`src/design/isw_pkg.sv`:
```
package isw_pkg;

	// ****************************************
	// Timing
	// ****************************************
	localparam int ISW_CLK_HZ = 20000000;
	localparam int ISW_PULSE_NS = 10000;
	localparam int ISW_PULSE_CYC = (ISW_PULSE_NS * (ISW_CLK_HZ / 1000000) + 999) / 1000;
	localparam int ISW_LOSS_US = 50;
	localparam int ISW_LOSS_CYC = ISW_LOSS_US * (ISW_CLK_HZ / 1000000);
	localparam int ISW_CNT_W = 12;
	localparam logic [ISW_CNT_W-1:0] ISW_CNT_ZERO = 12'h000;
	localparam logic [ISW_CNT_W-1:0] ISW_CNT_ONE = 12'h001;
	localparam logic [2:0] ISW_LEVEL_RST = 3'h0;

	// ****************************************
	// Types
	// ****************************************
	typedef enum logic [1:0]
	{
		ISW_ST_POWERUP = 2'b00,
		ISW_ST_RUN = 2'b01
	} isw_state_t;

	typedef struct packed
	{
		logic primary_supply;
		logic secondary_high_rail;
		logic secondary_mid_rail;
		logic over_temp;
	} isw_supply_t;

	typedef struct packed
	{
		logic two_wire;
		logic [2:0] level;
	} isw_cfg_t;

endpackage

```
`src/design/isw_enable_ctl.sv`:
```
`timescale 1ns/1ps
module isw_enable_ctl
(
	// Clock and reset
	input wire logic clk,
	input wire logic reset,
	// Pins and sensors
	input wire logic enable_in,
	input wire logic wire_mode_two,
	input wire logic one_shot_variant,
	input wire logic [2:0] power_level_select,
	input wire isw_pkg::isw_supply_t supplies,
	// Outputs
	output logic gate_drive_out,
	output logic keep_off,
	output logic power_transfer_on,
	output isw_pkg::isw_cfg_t cfg
);
	import isw_pkg::*;

	// ****************************************
	// State
	// ****************************************
	isw_state_t state_r, state_nxt;
	isw_cfg_t cfg_r, cfg_nxt;
	logic en_prev_r, en_prev_nxt;
	logic [ISW_CNT_W-1:0] loss_r, loss_nxt;
	logic lost_r, lost_nxt;
	logic gate_r, gate_nxt;
	logic keep_r, keep_nxt;
	logic xfer_r, xfer_nxt;
	logic one_shot_mode;
	logic rise;
	logic block_now;
	logic pulse_busy;

	// ****************************************
	// Conditions
	// ****************************************
	assign one_shot_mode = one_shot_variant && !cfg_r.two_wire;
	assign rise = enable_in && !en_prev_r;
	assign block_now = supplies.over_temp || !supplies.secondary_high_rail
		|| !supplies.secondary_mid_rail || lost_nxt;

	isw_pulse u_pulse
	(
		.clk(clk),
		.reset(reset),
		.start(state_r == ISW_ST_RUN && one_shot_mode && rise && !block_now),
		.kill(block_now),
		.busy(pulse_busy)
	);

	// ****************************************
	// Next values
	// ****************************************
	always_comb
	begin
		state_nxt = state_r;
		cfg_nxt = cfg_r;
		en_prev_nxt = enable_in;
		loss_nxt = loss_r;
		lost_nxt = lost_r;
		case (state_r)
			ISW_ST_POWERUP:
			begin
				if (supplies.primary_supply)
				begin
					cfg_nxt.two_wire = wire_mode_two;
					cfg_nxt.level = power_level_select;
					state_nxt = ISW_ST_RUN;
				end
			end
			ISW_ST_RUN:
			begin
			end
			default:
				state_nxt = ISW_ST_POWERUP;
		endcase
		if (supplies.primary_supply)
		begin
			loss_nxt = ISW_CNT_ZERO;
			lost_nxt = 1'b0;
		end
		else if (loss_r == ISW_CNT_W'(ISW_LOSS_CYC - 1))
			lost_nxt = 1'b1;
		else
			loss_nxt = loss_r + ISW_CNT_ONE;
		xfer_nxt = supplies.primary_supply && !supplies.over_temp;
		keep_nxt = !supplies.secondary_high_rail || lost_nxt;
		if (state_r != ISW_ST_RUN || block_now)
			gate_nxt = 1'b0;
		else if (one_shot_mode)
			gate_nxt = pulse_busy || (rise && !block_now);
		else
			gate_nxt = enable_in;
	end

	always_ff @(posedge clk)
	begin
		if (reset)
		begin
			state_r <= ISW_ST_POWERUP;
			cfg_r <= '{two_wire: 1'b0, level: ISW_LEVEL_RST};
			en_prev_r <= 1'b0;
			loss_r <= ISW_CNT_ZERO;
			lost_r <= 1'b0;
			gate_r <= 1'b0;
			keep_r <= 1'b1;
			xfer_r <= 1'b0;
		end
		else
		begin
			state_r <= state_nxt;
			cfg_r <= cfg_nxt;
			en_prev_r <= en_prev_nxt;
			loss_r <= loss_nxt;
			lost_r <= lost_nxt;
			gate_r <= gate_nxt;
			keep_r <= keep_nxt;
			xfer_r <= xfer_nxt;
		end
	end

	assign gate_drive_out = gate_r;
	assign keep_off = keep_r;
	assign power_transfer_on = xfer_r;
	assign cfg = cfg_r;
endmodule

```
`src/design/isw_pulse.sv`:
```
`timescale 1ns/1ps
module isw_pulse
(
	// Clock and reset
	input wire logic clk,
	input wire logic reset,
	// Control
	input wire logic start,
	input wire logic kill,
	// Status
	output logic busy
);
	import isw_pkg::*;

	logic [ISW_CNT_W-1:0] cnt_r;
	logic [ISW_CNT_W-1:0] cnt_nxt;

	always_comb
	begin
		cnt_nxt = cnt_r;
		if (kill)
			cnt_nxt = ISW_CNT_ZERO;
		else if (start)
			cnt_nxt = ISW_CNT_W'(ISW_PULSE_CYC);
		else if (cnt_r != ISW_CNT_ZERO)
			cnt_nxt = cnt_r - ISW_CNT_ONE;
	end

	always_ff @(posedge clk)
	begin
		if (reset)
			cnt_r <= ISW_CNT_ZERO;
		else
			cnt_r <= cnt_nxt;
	end

	assign busy = (cnt_r != ISW_CNT_ZERO);
endmodule
```
`config.mk`:
```
export PLATFORM = sky130hd
export DESIGN_NAME = isw_enable_ctl
export DESIGN_NICKNAME = d
export VERILOG_FILES = /design/src/design/isw_pkg.sv /design/src/design/isw_enable_ctl.sv /design/src/design/isw_pulse.sv
export SDC_FILE = /design/constraint.sdc
export NUM_CORES = 1
export LEC_CHECK = 0
export BUFFER_PORTS_ARGS = -buffer_cell sky130_fd_sc_hd__buf_2
export CAP_MARGIN = 20
export CORE_UTILIZATION = 34
export DETAILED_ROUTE_END_ITERATION = 12
export SYNTH_ARGS = -nofsm -noshare
export SYNTH_HDL_FRONTEND = slang
export SYNTH_SLANG_ARGS = --single-unit
```
`constraint.sdc`:
```
create_clock -name clk -period 2.25 [get_ports clk]
set_input_delay 0.1125 -clock clk [delete_from_list [all_inputs] [get_ports clk]]
set_output_delay 0.1125 -clock clk [all_outputs]
set_load 0.03 [all_outputs]
```
* After elaboration in Yosys (flattened, before gate mapping)
Index checks and enable logic that the tools add are counted.
** Storage, ports and cells
- Word-level logic and storage cells :: 53
- Output and inout port bits :: 7
- Memories kept :: 0
- Bits in latches :: 0
- Bits of input ports :: 12
- Bits in read-only memories :: 0
- RAM bits :: 0
- Register bits :: 35
** Cells by class
- Equal/unequal tests :: 4
- $mul :: 0
- Mux-type cells :: 7
- Shift operators :: 0
- Div/mod/pow operators :: 0
- $lt $le $gt $ge :: 0
- Add/subtract/negate cells :: 2
- Bitwise gates (word level) :: 1
- Reduce and logical (&&, ||, !) cells :: 28
** Operators with widths (number)
- $mux 8 :: 2
- $add 12x1->12 const B :: 1
- $eq 12x10->1 const B :: 1
- $reduce_bool 12->1 :: 1
- $sub 12x1->12 const B :: 1
- $logic_and 1x1->1 :: 7
- $logic_not 1->1 :: 6
- $logic_or 1x1->1 :: 6
- $reduce_or 2->1 :: 3
- $pmux 2 s2 :: 1
- $reduce_and 2->1 :: 2
- $mux 1 :: 3
- $reduce_or 3->1 :: 1
- $eq 2x1->1 const B :: 1
- $logic_not 2->1 :: 1
- $mux 2 :: 1
- $ne 2x1->1 const B :: 1
- $ne 2x2->1 const B :: 1
- $reduce_bool 2->1 :: 1
- $not 1->1 :: 1

* Depth between registers and ports, before layout
Gate-level depths: netlist of run 1.
- Word-level depth :: 8
- Mapped depth :: 6
- Depth with buffers taken out :: 6

* Cells and area by module
From an unflattened synthesis of run 1, not the netlist that was laid out.
** Second synthesis, totals
- Cell total of the unflattened synthesis :: 177
- Area total of the unflattened synthesis :: 1645.3 um^2
** Modules (own cells, without submodules)
- isw_enable_ctl :: seq. area each 440.4 um^2, area an instance 1003.5 um^2, instances 1, cells an instance 108
- isw_pulse :: seq. area each 240.2 um^2, area an instance 641.9 um^2, instances 1, cells an instance 69

* Least setup slack after synthesis of run 1
Ideal clock, no wire load.
- Path kind :: register -> register
- From :: register u_pulse.cnt_r[0]
- To :: register u_pulse.cnt_r[3]
- Stages on the path, launching flop included :: 7
- Setup time :: 128 ps
- Period minus slack after synthesis :: 1430 ps
- Data required time :: 2122 ps
- Arrival time :: 1301 ps
- Buffers on the path :: 0
- Path slack :: 820 ps
- Cells stage by stage :: dfxtp_1 > inv_1 > ha_1 > nor4b_4 > nand4_4 > o31ai_2 > a211oi_1
** On the way
- Word-level cells in the longest chain between the ends :: 3
- Elaborated cells on any way between the ends :: 5
- Those cells by class :: 1 x add/sub; 2 x mux; 2 x reduce/logical
** Ends and longest elaborated chain
- start: declaration :: line isw_pulse.sv:15 : logic [ISW_CNT_W-1:0] cnt_r;
- start signal: assignment :: line isw_pulse.sv:34 : cnt_r <= cnt_nxt;
- $sub 12x1->12 :: line isw_pulse.sv:26 : cnt_nxt = cnt_r - ISW_CNT_ONE;
- $mux 8 :: line isw_pulse.sv:25 : else if (cnt_r != ISW_CNT_ZERO)
- $mux 8 :: line isw_pulse.sv:23 : else if (start)
Parallel ways exist; a longest one is shown, timed or not. The select of a mux whose other input is x is not followed.
A chain may end at the register's enable or synchronous reset.

* Worst setup path in the final report of run 1
Same ends and word-level chain as after synthesis.

==> results of run 1 <==
worst max-delay path by stage:
stage	cells after the start	endpoint
floorplan	6	u_pulse.cnt_r[3]
global placement	6	u_pulse.cnt_r[3]
detailed placement	6	u_pulse.cnt_r[3]
CTS	6	u_pulse.cnt_r[3]
global route	6	u_pulse.cnt_r[3]
finish	6	u_pulse.cnt_r[3]
registers in the layout, indices dropped and copies added (netlist names):
signal and flops:
cfg 4, u_pulse.cnt_r 12, lost_r 1, keep_off 1
gate_drive_out 1, loss_r 12, en_prev_r 1, state_r 1
power_transfer_on 1
stage by stage:
| step | utilization, % | setup slack [ps] | instances | hold WS, ps | area [um2] |
|---|---|---|---|---|---|
| 2_1_floorplan | - | 820.1 | 178 | 191.1 | 1625 |
| 3_3_place_gp | 39.60 | 670.5 | 246 | 295.2 | 1772 |
| 4_1_cts | 41.53 | 609.6 | 254 | 60.41 | 1858 |
| 3_5_place_dp | 39.60 | 605.6 | 246 | 292.7 | 1772 |
| 6_report | 41.53 | 633.8 | 254 | 67.04 | 1858 |
| 5_1_grt | 41.53 | 474.5 | 254 | 65.33 | 1858 |
layer usage:
metal	part of all wire [%]	up-vias	wire length, um	GRT usage [%]
met5	0	-	0	0
met4	1.7	0	52	6.000
met3	4.7	5	143	4.274
met2	43	27	1292	21.69
met1	51	584	1527	16.98
li1	-	686	-	-
worst register-to-register path, stage by stage (launching register included):
cell and delay (ps):
sky130_fd_sc_hd__dfxtp_1 340, sky130_fd_sc_hd__inv_1 60, sky130_fd_sc_hd__ha_1 200, sky130_fd_sc_hd__nor4b_4 340
sky130_fd_sc_hd__nand4_4 210, sky130_fd_sc_hd__o31ai_2 260, sky130_fd_sc_hd__a211oi_1 80
cells by family (layout without fill, tap and decap cells):
kind of cell | count (synthesis) | after routing | share of synthesized area, %
buffers and inverters | 8 | 32 | 1.924
DFF | 34 | 34 | 41.88
xor gates and xnor gates | 7 | 7 | 3.772
adders and majority gates | 2 | 2 | 1.539
and+or+nand+nor | 87 | 87 | 32.95
muxes | 8 | 8 | 4.927
AOI/OAI and AO/OA | 32 | 32 | 13.01
synthesized netlist by cell type, types with 2 or more instances:
cell type / instances
sky130_fd_sc_hd__nand3_1: 8
sky130_fd_sc_hd__nand4_1: 3
sky130_fd_sc_hd__nor3_1: 9
sky130_fd_sc_hd__or3_1: 3
sky130_fd_sc_hd__nand2_1: 11
sky130_fd_sc_hd__inv_1: 5
sky130_fd_sc_hd__or2_2: 2
sky130_fd_sc_hd__o211ai_1: 2
sky130_fd_sc_hd__a211oi_1: 2
sky130_fd_sc_hd__dfxtp_1: 34
sky130_fd_sc_hd__a31oi_1: 3
sky130_fd_sc_hd__nand4b_1: 2
sky130_fd_sc_hd__nor2_1: 28
sky130_fd_sc_hd__xnor2_1: 6
sky130_fd_sc_hd__o21ai_0: 7
sky130_fd_sc_hd__ha_1: 2
sky130_fd_sc_hd__nor4_2: 2
sky130_fd_sc_hd__a21oi_1: 11
sky130_fd_sc_hd__nor2b_1: 4
sky130_fd_sc_hd__mux2i_1: 8
cells in the final DEF, fill, tap and decap left out, types with 3 or more instances in the layout:
cell type	synthesis	layout
sky130_fd_sc_hd__a21oi_1	11	11
sky130_fd_sc_hd__a31oi_1	3	3
sky130_fd_sc_hd__buf_2	1	18
sky130_fd_sc_hd__clkbuf_8	0	5
sky130_fd_sc_hd__dfxtp_1	34	34
sky130_fd_sc_hd__inv_1	5	5
sky130_fd_sc_hd__mux2i_1	8	8
sky130_fd_sc_hd__nand2_1	11	11
sky130_fd_sc_hd__nand3_1	8	8
sky130_fd_sc_hd__nand4_1	3	3
sky130_fd_sc_hd__nor2_1	28	28
sky130_fd_sc_hd__nor2b_1	4	4
sky130_fd_sc_hd__nor3_1	9	9
sky130_fd_sc_hd__o21ai_0	7	7
sky130_fd_sc_hd__or3_1	3	3
sky130_fd_sc_hd__xnor2_1	6	6
power groups by stage:
stage	registers (mW)	clock network (mW)	logic, mW
final	0.620	0.415	0.0786
after floorplan	0.645	0	0.0412
after detailed placement	0.634	0	0.0782
after global placement	0.634	0	0.0782
after CTS	0.620	0.429	0.0795
after global routing	0.622	0.458	0.0866
layout make-up:
type	count	area [um2]	share of cell area, %
Clock buffer	7	76.32	4.108
Inverter	6	22.52	1.212
Multi-Input combinational cell	136	913.4	49.16
Sequential cell	34	680.7	36.63
Tap cell	52	65.06	3.502
Timing Repair Buffer	19	100.1	5.387
==> tab_implementation.tex, run 1 <==
\begin{tabular}{lr}
\hline
Metric & Value \\
\hline
\multicolumn{2}{l}{\textbf{Status}} \\
Run status & complete, no violations \\
\multicolumn{2}{l}{\textbf{Drt}} \\
Drt first-iter violations & 78 \\
Number of detailed-route iterations in the first pass & 4 \\
Post-Route WL & 3.016 mm \\
Routed len/inst & 11.87 um \\
DR DRC count & 0 \\
Via Count & 1302 \\
DR vias/cell & 5.126 \\
ANT nets after route & 0 \\
\multicolumn{2}{l}{\textbf{Clock tree}} \\
TritonCTS Buffers & 5 \\
CTS Root Cell & sky130\_fd\_sc\_hd\_\_clkbuf\_8 \\
Total clock sinks & 34 \\
CTS max path bufs & 2 \\
Worst skew pair latency & 280 ps \\
Post-cts gate resize count & 0 \\
Count of H-tree levels built during CTS & 2 \\
Clock tree from TritonCTS & built \\
Count of hold buffers inserted by post-cts repair & 1 \\
Clock transition at the registers of the reported paths & 70 ps \\
\# Post-CTS Setup Buffers & 0 \\
\multicolumn{2}{l}{\textbf{Synth}} \\
Synthesis Warnings & 0 \\
Syn Inst Count & 178 \\
Number of synthesized flops with an enable pin & 0 \\
Synth Flop Type & sky130\_fd\_sc\_hd\_\_dfxtp\_1 \\
Biggest area contributors in the synthesized netlist & sky130\_fd\_sc\_hd\_\_dfxtp\_1 42\%, sky130\_fd\_sc\_hd\_\_nor2\_1 6.5\%, sky130\_fd\_sc\_hd\_\_mux2i\_1 4.9\%, sky130\_fd\_sc\_hd\_\_a21oi\_1 3.4\%, sky130\_fd\_sc\_hd\_\_xnor2\_1 3.2\% \\
Synth Cell Area & 0.001625 mm2 \\
Share of Yosys cell area claimed by the top area cell type & 41.88\% \\
Average footprint of a synthesized cell & 9.131 um2 \\
Sequential element share of the synthesized area & 41.88\% \\
Register bit total from synthesis & 34 \\
Synth area leader & sky130\_fd\_sc\_hd\_\_dfxtp\_1 \\
Async S/R FF share, synth & 0\% \\
Number of distinct standard cells referenced by the synthesized netlist & 46 \\
Synthesized netlist net count & 192 \\
\multicolumn{2}{l}{\textbf{Critical path}} \\
Arrival @ worst endpoint & 1770 ps \\
CP peak stage delay & 340 ps \\
Cell-by-cell listing of the critical path & inv\_1 > ha\_1 > nor4b\_4 > nand4\_4 > o31ai\_2 > a211oi\_1 \\
Startpoint type of the worst setup path & register \\
Depth of the most critical reg-to-reg path & 6 \\
Largest fanout on the critical path & 7 \\
Worst setup path startpoint & u\_pulse.cnt\_r[0] \\
Classification of the worst setup path & reg2reg \\
Family with the most delay on the worst path & simple AND/OR/NAND/NOR gates \\
Setup crit end kind & register \\
Crit Reg-Reg Startpoint & u\_pulse.cnt\_r[0] \\
Minimum setup slack among reg-to-reg paths & 630 ps \\
Reg-to-reg critical path endpoint & u\_pulse.cnt\_r[3] \\
Number of buffer and inverter instances along the worst setup path & 1 \\
Data required time at the worst endpoint & 2410 ps \\
Slowest stage cell, crit path & sky130\_fd\_sc\_hd\_\_dfxtp\_1 \\
\multicolumn{2}{l}{\textbf{Place}} \\
Routability Congestion & 0.8577 \\
Detailed placer's ending HPWL & 2.205 mm \\
Number of port buffers & 18 \\
\multicolumn{2}{l}{\textbf{Die}} \\
Overall die area & 0.005061 mm2 \\
Die height & 71.14 um \\
Boundary Pins & 19 \\
Die X-Extent & 71.14 um \\
Number of placement rows & 24 \\
Effective utilization at floorplan & 36.33\% \\
Floorplan core area & 0.004474 mm2 \\
\multicolumn{2}{l}{\textbf{Run}} \\
Count of max-cap constraint violations & 0 \\
\multicolumn{2}{l}{\textbf{Global route}} \\
Vias in the first global route & 1212 \\
Maximum number of pins on one net before global-route repair & 12 \\
GRT Resource Usage Total & 13.65\% \\
Wire length of the first global-routing pass & 5.437 mm \\
Antenna violations before repair & 0 \\
Total overflow reported by the global router & 0 \\
\multicolumn{2}{l}{\textbf{Pwr}} \\
Final Total Pwr & 1.114 mW \\
PD cells & 599.4 mW/mm2 \\
Clock share of power & 37.2\% \\
Total leakage power & 0.6994 nW \\
Gate power share & 7.1\% \\
Cell Int Power & 0.8581 mW \\
Largest vdd supply drop & 0.4214 mV \\
Seq pwr share & 55.7\% \\
Total net switching power & 0.2556 mW \\
Switch share & 22.95\% \\
\multicolumn{2}{l}{\textbf{Timing}} \\
RSZ-0062 raised after global routing & false \\
Slew headroom & 73.21\% \\
Worst Clk Skew & 6.263 ps \\
Final critical-path required period & 1616 ps \\
Final count of negative-setup-slack endpoints & 0 \\
Period utilization & 71.83\% \\
Final number of max-transition violations & 0 \\
Final hold violations & 0 \\
Total negative slack for setup checks & 0 ps \\
Worst slew pin tran & 400.4 ps \\
Max Clk Rate & 618.7 MHz \\
\multicolumn{2}{l}{\textbf{Worst hold path}} \\
Hold worst-path end & cfg[2] \\
Worst hold stages & 3 \\
Hold Path Class & in2reg \\
Worst hold path startpoint & power\_level\_select[2] \\
\multicolumn{2}{l}{\textbf{Finish}} \\
Number of filler cells placed in the layout & 456 \\
N\_diodes & 0 \\
Number of nets in the layout & 216 \\
Area added between synthesis and finish & 14.32\% \\
Share of cells above drive strength 1 & 19.31\% \\
\hline
\end{tabular}
Note: power is estimated with default switching activity, not from simulation.
==> run 2, diff against run 1 <==
--- a/config.mk
+++ b/config.mk
@@ -5,6 +5,7 @@
 export SDC_FILE = /design/constraint.sdc
 export NUM_CORES = 1
 export LEC_CHECK = 0
+export ABC_AREA = 1
 export BUFFER_PORTS_ARGS = -buffer_cell sky130_fd_sc_hd__buf_2
 export CAP_MARGIN = 20
 export CORE_UTILIZATION = 34
==> constraint.sdc (replaced) <==
create_clock -name clk -period 1.4 [get_ports clk]
set_input_delay 0.07 -clock clk [delete_from_list [all_inputs] [get_ports clk]]
set_output_delay 0.07 -clock clk [all_outputs]
set_load 0.03 [all_outputs]
==> run 2 against run 1 <==
Highest routed layer unchanged. Synthesized area is 3.8% lower. Combinational power is 72% higher. Sequential power is 60% higher. Clock power is 82% higher. Register-to-register slack worse by 570 ps. Largest power group unchanged. First-iteration DRC count is 46% lower. Cell count is 21% higher. Synthesized cell count is 22% higher. Power is 69% higher. Via count is 12% higher. Clock skew is 1.1 ps lower. Hold slack worse by 56 ps.
==> tab_implementation.tex, run 2 <==
\begin{tabular}{lr}
\hline
Metric & Value \\
\hline
\multicolumn{2}{l}{\textbf{Status}} \\
Run status & complete, no violations (unchanged) \\
\multicolumn{2}{l}{\textbf{Timing}} \\
Slew headroom & 73.27\% (was 73.21\%) \\
Max Clk Rate & 750.5 MHz \\
Final critical-path required period & 1332 ps \\
Worst slew pin tran & 401.0 ps (was 400.4 ps) \\
Final count of negative-setup-slack endpoints & 0 (unchanged) \\
RSZ-0062 raised after global routing & true (was false) \\
Period utilization & 95.17\% \\
Final hold violations & 0 (unchanged) \\
Final number of max-transition violations & 0 (unchanged) \\
Worst Clk Skew & 5.193 ps (was 6.263 ps) \\
\multicolumn{2}{l}{\textbf{Global route}} \\
Total overflow reported by the global router & 0 (unchanged) \\
Antenna violations before repair & 0 (unchanged) \\
Wire length of the first global-routing pass & 5.768 mm (was 5.437 mm) \\
Vias in the first global route & 1376 (was 1212) \\
GRT Resource Usage Total & 14.70\% (was 13.65\%) \\
Maximum number of pins on one net before global-route repair & 12 (unchanged) \\
\multicolumn{2}{l}{\textbf{Critical path}} \\
Classification of the worst setup path & in2reg (was reg2reg) \\
Setup crit end kind & register (unchanged) \\
Family with the most delay on the worst path & simple AND/OR/NAND/NOR gates (unchanged) \\
Largest fanout on the critical path & 6 (was 7) \\
Number of buffer and inverter instances along the worst setup path & 2 (was 1) \\
Startpoint type of the worst setup path & input port (was register) \\
Slowest stage cell, crit path & sky130\_fd\_sc\_hd\_\_dlygate4sd3\_1 (was sky130\_fd\_sc\_hd\_\_dfxtp\_1) \\
Cell-by-cell listing of the critical path & dlygate4sd3\_1 > buf\_2 > and3b\_1 > nand4\_2 > a21oi\_1 (was inv\_1 > ha\_1 > nor4b\_4 > nand4\_4 > o31ai\_2 > a211oi\_1) \\
Arrival @ worst endpoint & 1550 ps (was 1770 ps) \\
Data required time at the worst endpoint & 1610 ps (was 2410 ps) \\
CP peak stage delay & 530 ps (was 340 ps) \\
\multicolumn{2}{l}{\textbf{Clock tree}} \\
Total clock sinks & 34 (unchanged) \\
Count of H-tree levels built during CTS & 2 (unchanged) \\
Clock transition at the registers of the reported paths & 70 ps (about the same) \\
CTS Root Cell & sky130\_fd\_sc\_hd\_\_clkbuf\_8 (unchanged) \\
TritonCTS Buffers & 5 (unchanged) \\
Worst skew pair latency & 280 ps (about the same) \\
CTS max path bufs & 2 (unchanged) \\
Clock tree from TritonCTS & built (unchanged) \\
\multicolumn{2}{l}{\textbf{Finish}} \\
N\_diodes & 0 (unchanged) \\
Share of cells above drive strength 1 & 29.02\% (was 19.31\%) \\
Number of nets in the layout & 268 (was 216) \\
Number of filler cells placed in the layout & 438 (was 456) \\
Final non-filler cell area & 0.002016 mm2 (was 0.001858 mm2) \\
Area added between synthesis and finish & 28.88\% (was 14.32\%) \\
Multi-input combinational cell area & 870.8 um2 (was 913.4 um2) \\
Commonest cells after routing, fill and taps aside & 32 x sky130\_fd\_sc\_hd\_\_nor2\_1, 32 x sky130\_fd\_sc\_hd\_\_dfxtp\_1, 30 x sky130\_fd\_sc\_hd\_\_nand2\_1, 29 x sky130\_fd\_sc\_hd\_\_inv\_1, 18 x sky130\_fd\_sc\_hd\_\_buf\_2 (was 34 x sky130\_fd\_sc\_hd\_\_dfxtp\_1, 28 x sky130\_fd\_sc\_hd\_\_nor2\_1, 18 x sky130\_fd\_sc\_hd\_\_buf\_2, 11 x sky130\_fd\_sc\_hd\_\_nand2\_1, 11 x sky130\_fd\_sc\_hd\_\_a21oi\_1) \\
Combined flip-flop and latch cell area & 685.7 um2 (was 680.7 um2) \\
\multicolumn{2}{l}{\textbf{Place}} \\
Detailed placer's ending HPWL & 2.319 mm (was 2.205 mm) \\
Placed inst area & 0.001783 mm2 (was 0.001772 mm2) \\
Number of port buffers & 18 (unchanged) \\
Routability Congestion & 0.7405 (was 0.8577) \\
\multicolumn{2}{l}{\textbf{Pwr}} \\
Clock share of power & 40.1\% (was 37.2\%) \\
Total net switching power & 0.4559 mW (was 0.2556 mW) \\
Total leakage power & 0.7888 nW (was 0.6994 nW) \\
PD cells & 934.4 mW/mm2 (was 599.4 mW/mm2) \\
Largest vdd supply drop & 0.7873 mV (was 0.4214 mV) \\
Cell Int Power & 1.428 mW (was 0.8581 mW) \\
Switch share & 24.21\% (was 22.95\%) \\
Gate power share & 7.2\% (was 7.1\%) \\
Final Total Pwr & 1.883 mW (was 1.114 mW) \\
Seq pwr share & 52.8\% (was 55.7\%) \\
\multicolumn{2}{l}{\textbf{Drt}} \\
ANT nets after route & 0 (unchanged) \\
DR DRC count & 0 (unchanged) \\
Post-Route WL & 3.269 mm (was 3.016 mm) \\
Routed len/inst & 10.65 um (was 11.87 um) \\
DR vias/cell & 4.746 (was 5.126) \\
Number of detailed-route iterations in the first pass & 4 (unchanged) \\
Total length of routed met3 wires & 120 um (was 143 um) \\
Met2 routed WL & 1.485 mm (was 1.292 mm) \\
Highest routed metal layer & met4 (unchanged) \\
Via Count & 1457 (was 1302) \\
Drt first-iter violations & 42 (was 78) \\
Post-route met1 wirelength & 1.611 mm (was 1.527 mm) \\
\multicolumn{2}{l}{\textbf{Synth}} \\
Synthesized netlist net count & 231 (was 192) \\
Register bit total from synthesis & 34 (unchanged) \\
Synth Cell Area & 0.001564 mm2 (was 0.001625 mm2) \\
Synth area leader & sky130\_fd\_sc\_hd\_\_dfxtp\_1 (unchanged) \\
Synth Flop Type & sky130\_fd\_sc\_hd\_\_dfxtp\_1 (unchanged) \\
Top post-synthesis cells by count & 37 x sky130\_fd\_sc\_hd\_\_nor2\_1, 34 x sky130\_fd\_sc\_hd\_\_dfxtp\_1, 33 x sky130\_fd\_sc\_hd\_\_nand2\_1, 31 x sky130\_fd\_sc\_hd\_\_inv\_1, 21 x sky130\_fd\_sc\_hd\_\_a21oi\_1 (was 34 x sky130\_fd\_sc\_hd\_\_dfxtp\_1, 28 x sky130\_fd\_sc\_hd\_\_nor2\_1, 11 x sky130\_fd\_sc\_hd\_\_a21oi\_1, 11 x sky130\_fd\_sc\_hd\_\_nand2\_1, 9 x sky130\_fd\_sc\_hd\_\_nor3\_1) \\
Number of synthesized flops with an enable pin & 0 (unchanged) \\
Async S/R FF share, synth & 0\% (unchanged) \\
Syn Inst Count & 217 (was 178) \\
Synthesis Warnings & 0 (unchanged) \\
Average footprint of a synthesized cell & 7.207 um2 (was 9.131 um2) \\
Sequential element share of the synthesized area & 43.52\% (was 41.88\%) \\
Cell with the most instances after synthesis & sky130\_fd\_sc\_hd\_\_nor2\_1 (was sky130\_fd\_sc\_hd\_\_dfxtp\_1) \\
Biggest area contributors in the synthesized netlist & sky130\_fd\_sc\_hd\_\_dfxtp\_1 44\%, sky130\_fd\_sc\_hd\_\_nor2\_1 8.9\%, sky130\_fd\_sc\_hd\_\_nand2\_1 7.9\%, sky130\_fd\_sc\_hd\_\_inv\_1 7.4\%, sky130\_fd\_sc\_hd\_\_a21oi\_1 6.7\% (was sky130\_fd\_sc\_hd\_\_dfxtp\_1 42\%, sky130\_fd\_sc\_hd\_\_nor2\_1 6.5\%, sky130\_fd\_sc\_hd\_\_mux2i\_1 4.9\%, sky130\_fd\_sc\_hd\_\_a21oi\_1 3.4\%, sky130\_fd\_sc\_hd\_\_xnor2\_1 3.2\%) \\
Number of distinct standard cells referenced by the synthesized netlist & 25 (was 46) \\
Share of Yosys cell area claimed by the top area cell type & 43.52\% (was 41.88\%) \\
\multicolumn{2}{l}{\textbf{Die}} \\
Boundary Pins & 19 (unchanged) \\
Effective utilization at floorplan & 35.67\% (was 36.33\%) \\
Number of placement rows & 24 (unchanged) \\
Die height & 69.83 um (was 71.14 um) \\
Overall die area & 0.004876 mm2 (was 0.005061 mm2) \\
Floorplan core area & 0.004384 mm2 (was 0.004474 mm2) \\
Die X-Extent & 69.83 um (was 71.14 um) \\
\multicolumn{2}{l}{\textbf{Run}} \\
Count of max-cap constraint violations & 0 (unchanged) \\
\multicolumn{2}{l}{\textbf{Worst hold path}} \\
Hold Path Class & in2reg (unchanged) \\
\hline
\end{tabular}
==> run 2: cell types whose count changed after synthesis, moves of 5 or more <==
cell / change
sky130_fd_sc_hd__mux2i_1: -8
sky130_fd_sc_hd__a21oi_1: +10
sky130_fd_sc_hd__inv_1: +26
sky130_fd_sc_hd__nor2_2: +5
sky130_fd_sc_hd__o21ai_0: +6
sky130_fd_sc_hd__nand2_1: +22
sky130_fd_sc_hd__nor2_1: +9
==> run 2: stage by stage <==
stage                     setup slack [ps]  hold WS [ps]  TNS [ps]  instances  util, %
after floorplan                      96.65         139.1         0        217        -
after global placement               13.68         272.0         0        295    40.67
after detailed placement            -6.577         268.4    -9.704        295    40.67
after CTS                            2.429         4.804         0        304    43.12
after global routing                -25.77         7.967    -225.1        307    45.98
final                                67.60         10.67         0        307    45.98
==> run 2: cell type report <==
cell class / instances / share of cell area [%]
sequential: 34 / 34.02
inverter: 31 / 5.773
timing repair buffer: 30 / 9.063
clock buffer: 6 / 4.097
clock inverter: 2 / 0.6207
multi-input combinational: 152 / 43.20
tap: 52 / 3.228
==> run 2: kinds of logic (layout without fill, tap and decap cells) <==
group	after synthesis	in the layout	share of synthesized area [%]
AOI/OAI and AO/OA	35	35	11.28
xor gates and xnor gates	4	4	2.240
adders and majority gates	2	2	1.600
buffers and inverters	32	69	7.680
DFF	34	34	43.52
and+or+nand+nor	110	111	33.68
==> run 2: worst min-delay path, delay by kind of cell <==
family | cells | cell delay (ps)
and+or+nand+nor | 2 | 110
buffers and inverters | 1 | 70
==> run 2: worst paths after layout <==
check	from	end	slack [ps]	cells after the start
max	supplies[0]	u_pulse.cnt_r[0]	70	5
min	power_level_select[0]	cfg[0]	10	3
max reg2reg	loss_r[1]	u_pulse.cnt_r[11]	70	8
min reg2reg	loss_r[10]	loss_r[10]	470	2
==> run 2: power groups by stage <==
stage	clock, mW	sequential, mW	combinational, mW
6_report	0.754	0.994	0.135
5_1_grt	0.823	0.996	0.151
4_1_cts	0.785	0.994	0.126
3_5_place_dp	0	1.02	0.123
3_3_place_gp	0	1.02	0.123
2_1_floorplan	0	1.04	0.0508
==> run 2: metal layers <==
metal,vias up,global-route usage (%)
met5,-,0
met3,6,3.634
met1,648,17.07
met4,0,6.667
met2,25,25.32
li1,778,-
==> run 2: repair_timing <==
item,CTS,global route
gates cloned,0,1
resized for setup,1,28
pin swaps,0,6
setup endpoints to repair,9,17
hold endpoints to repair,1,0
hold buffers,1,0
setup buffers,0,2
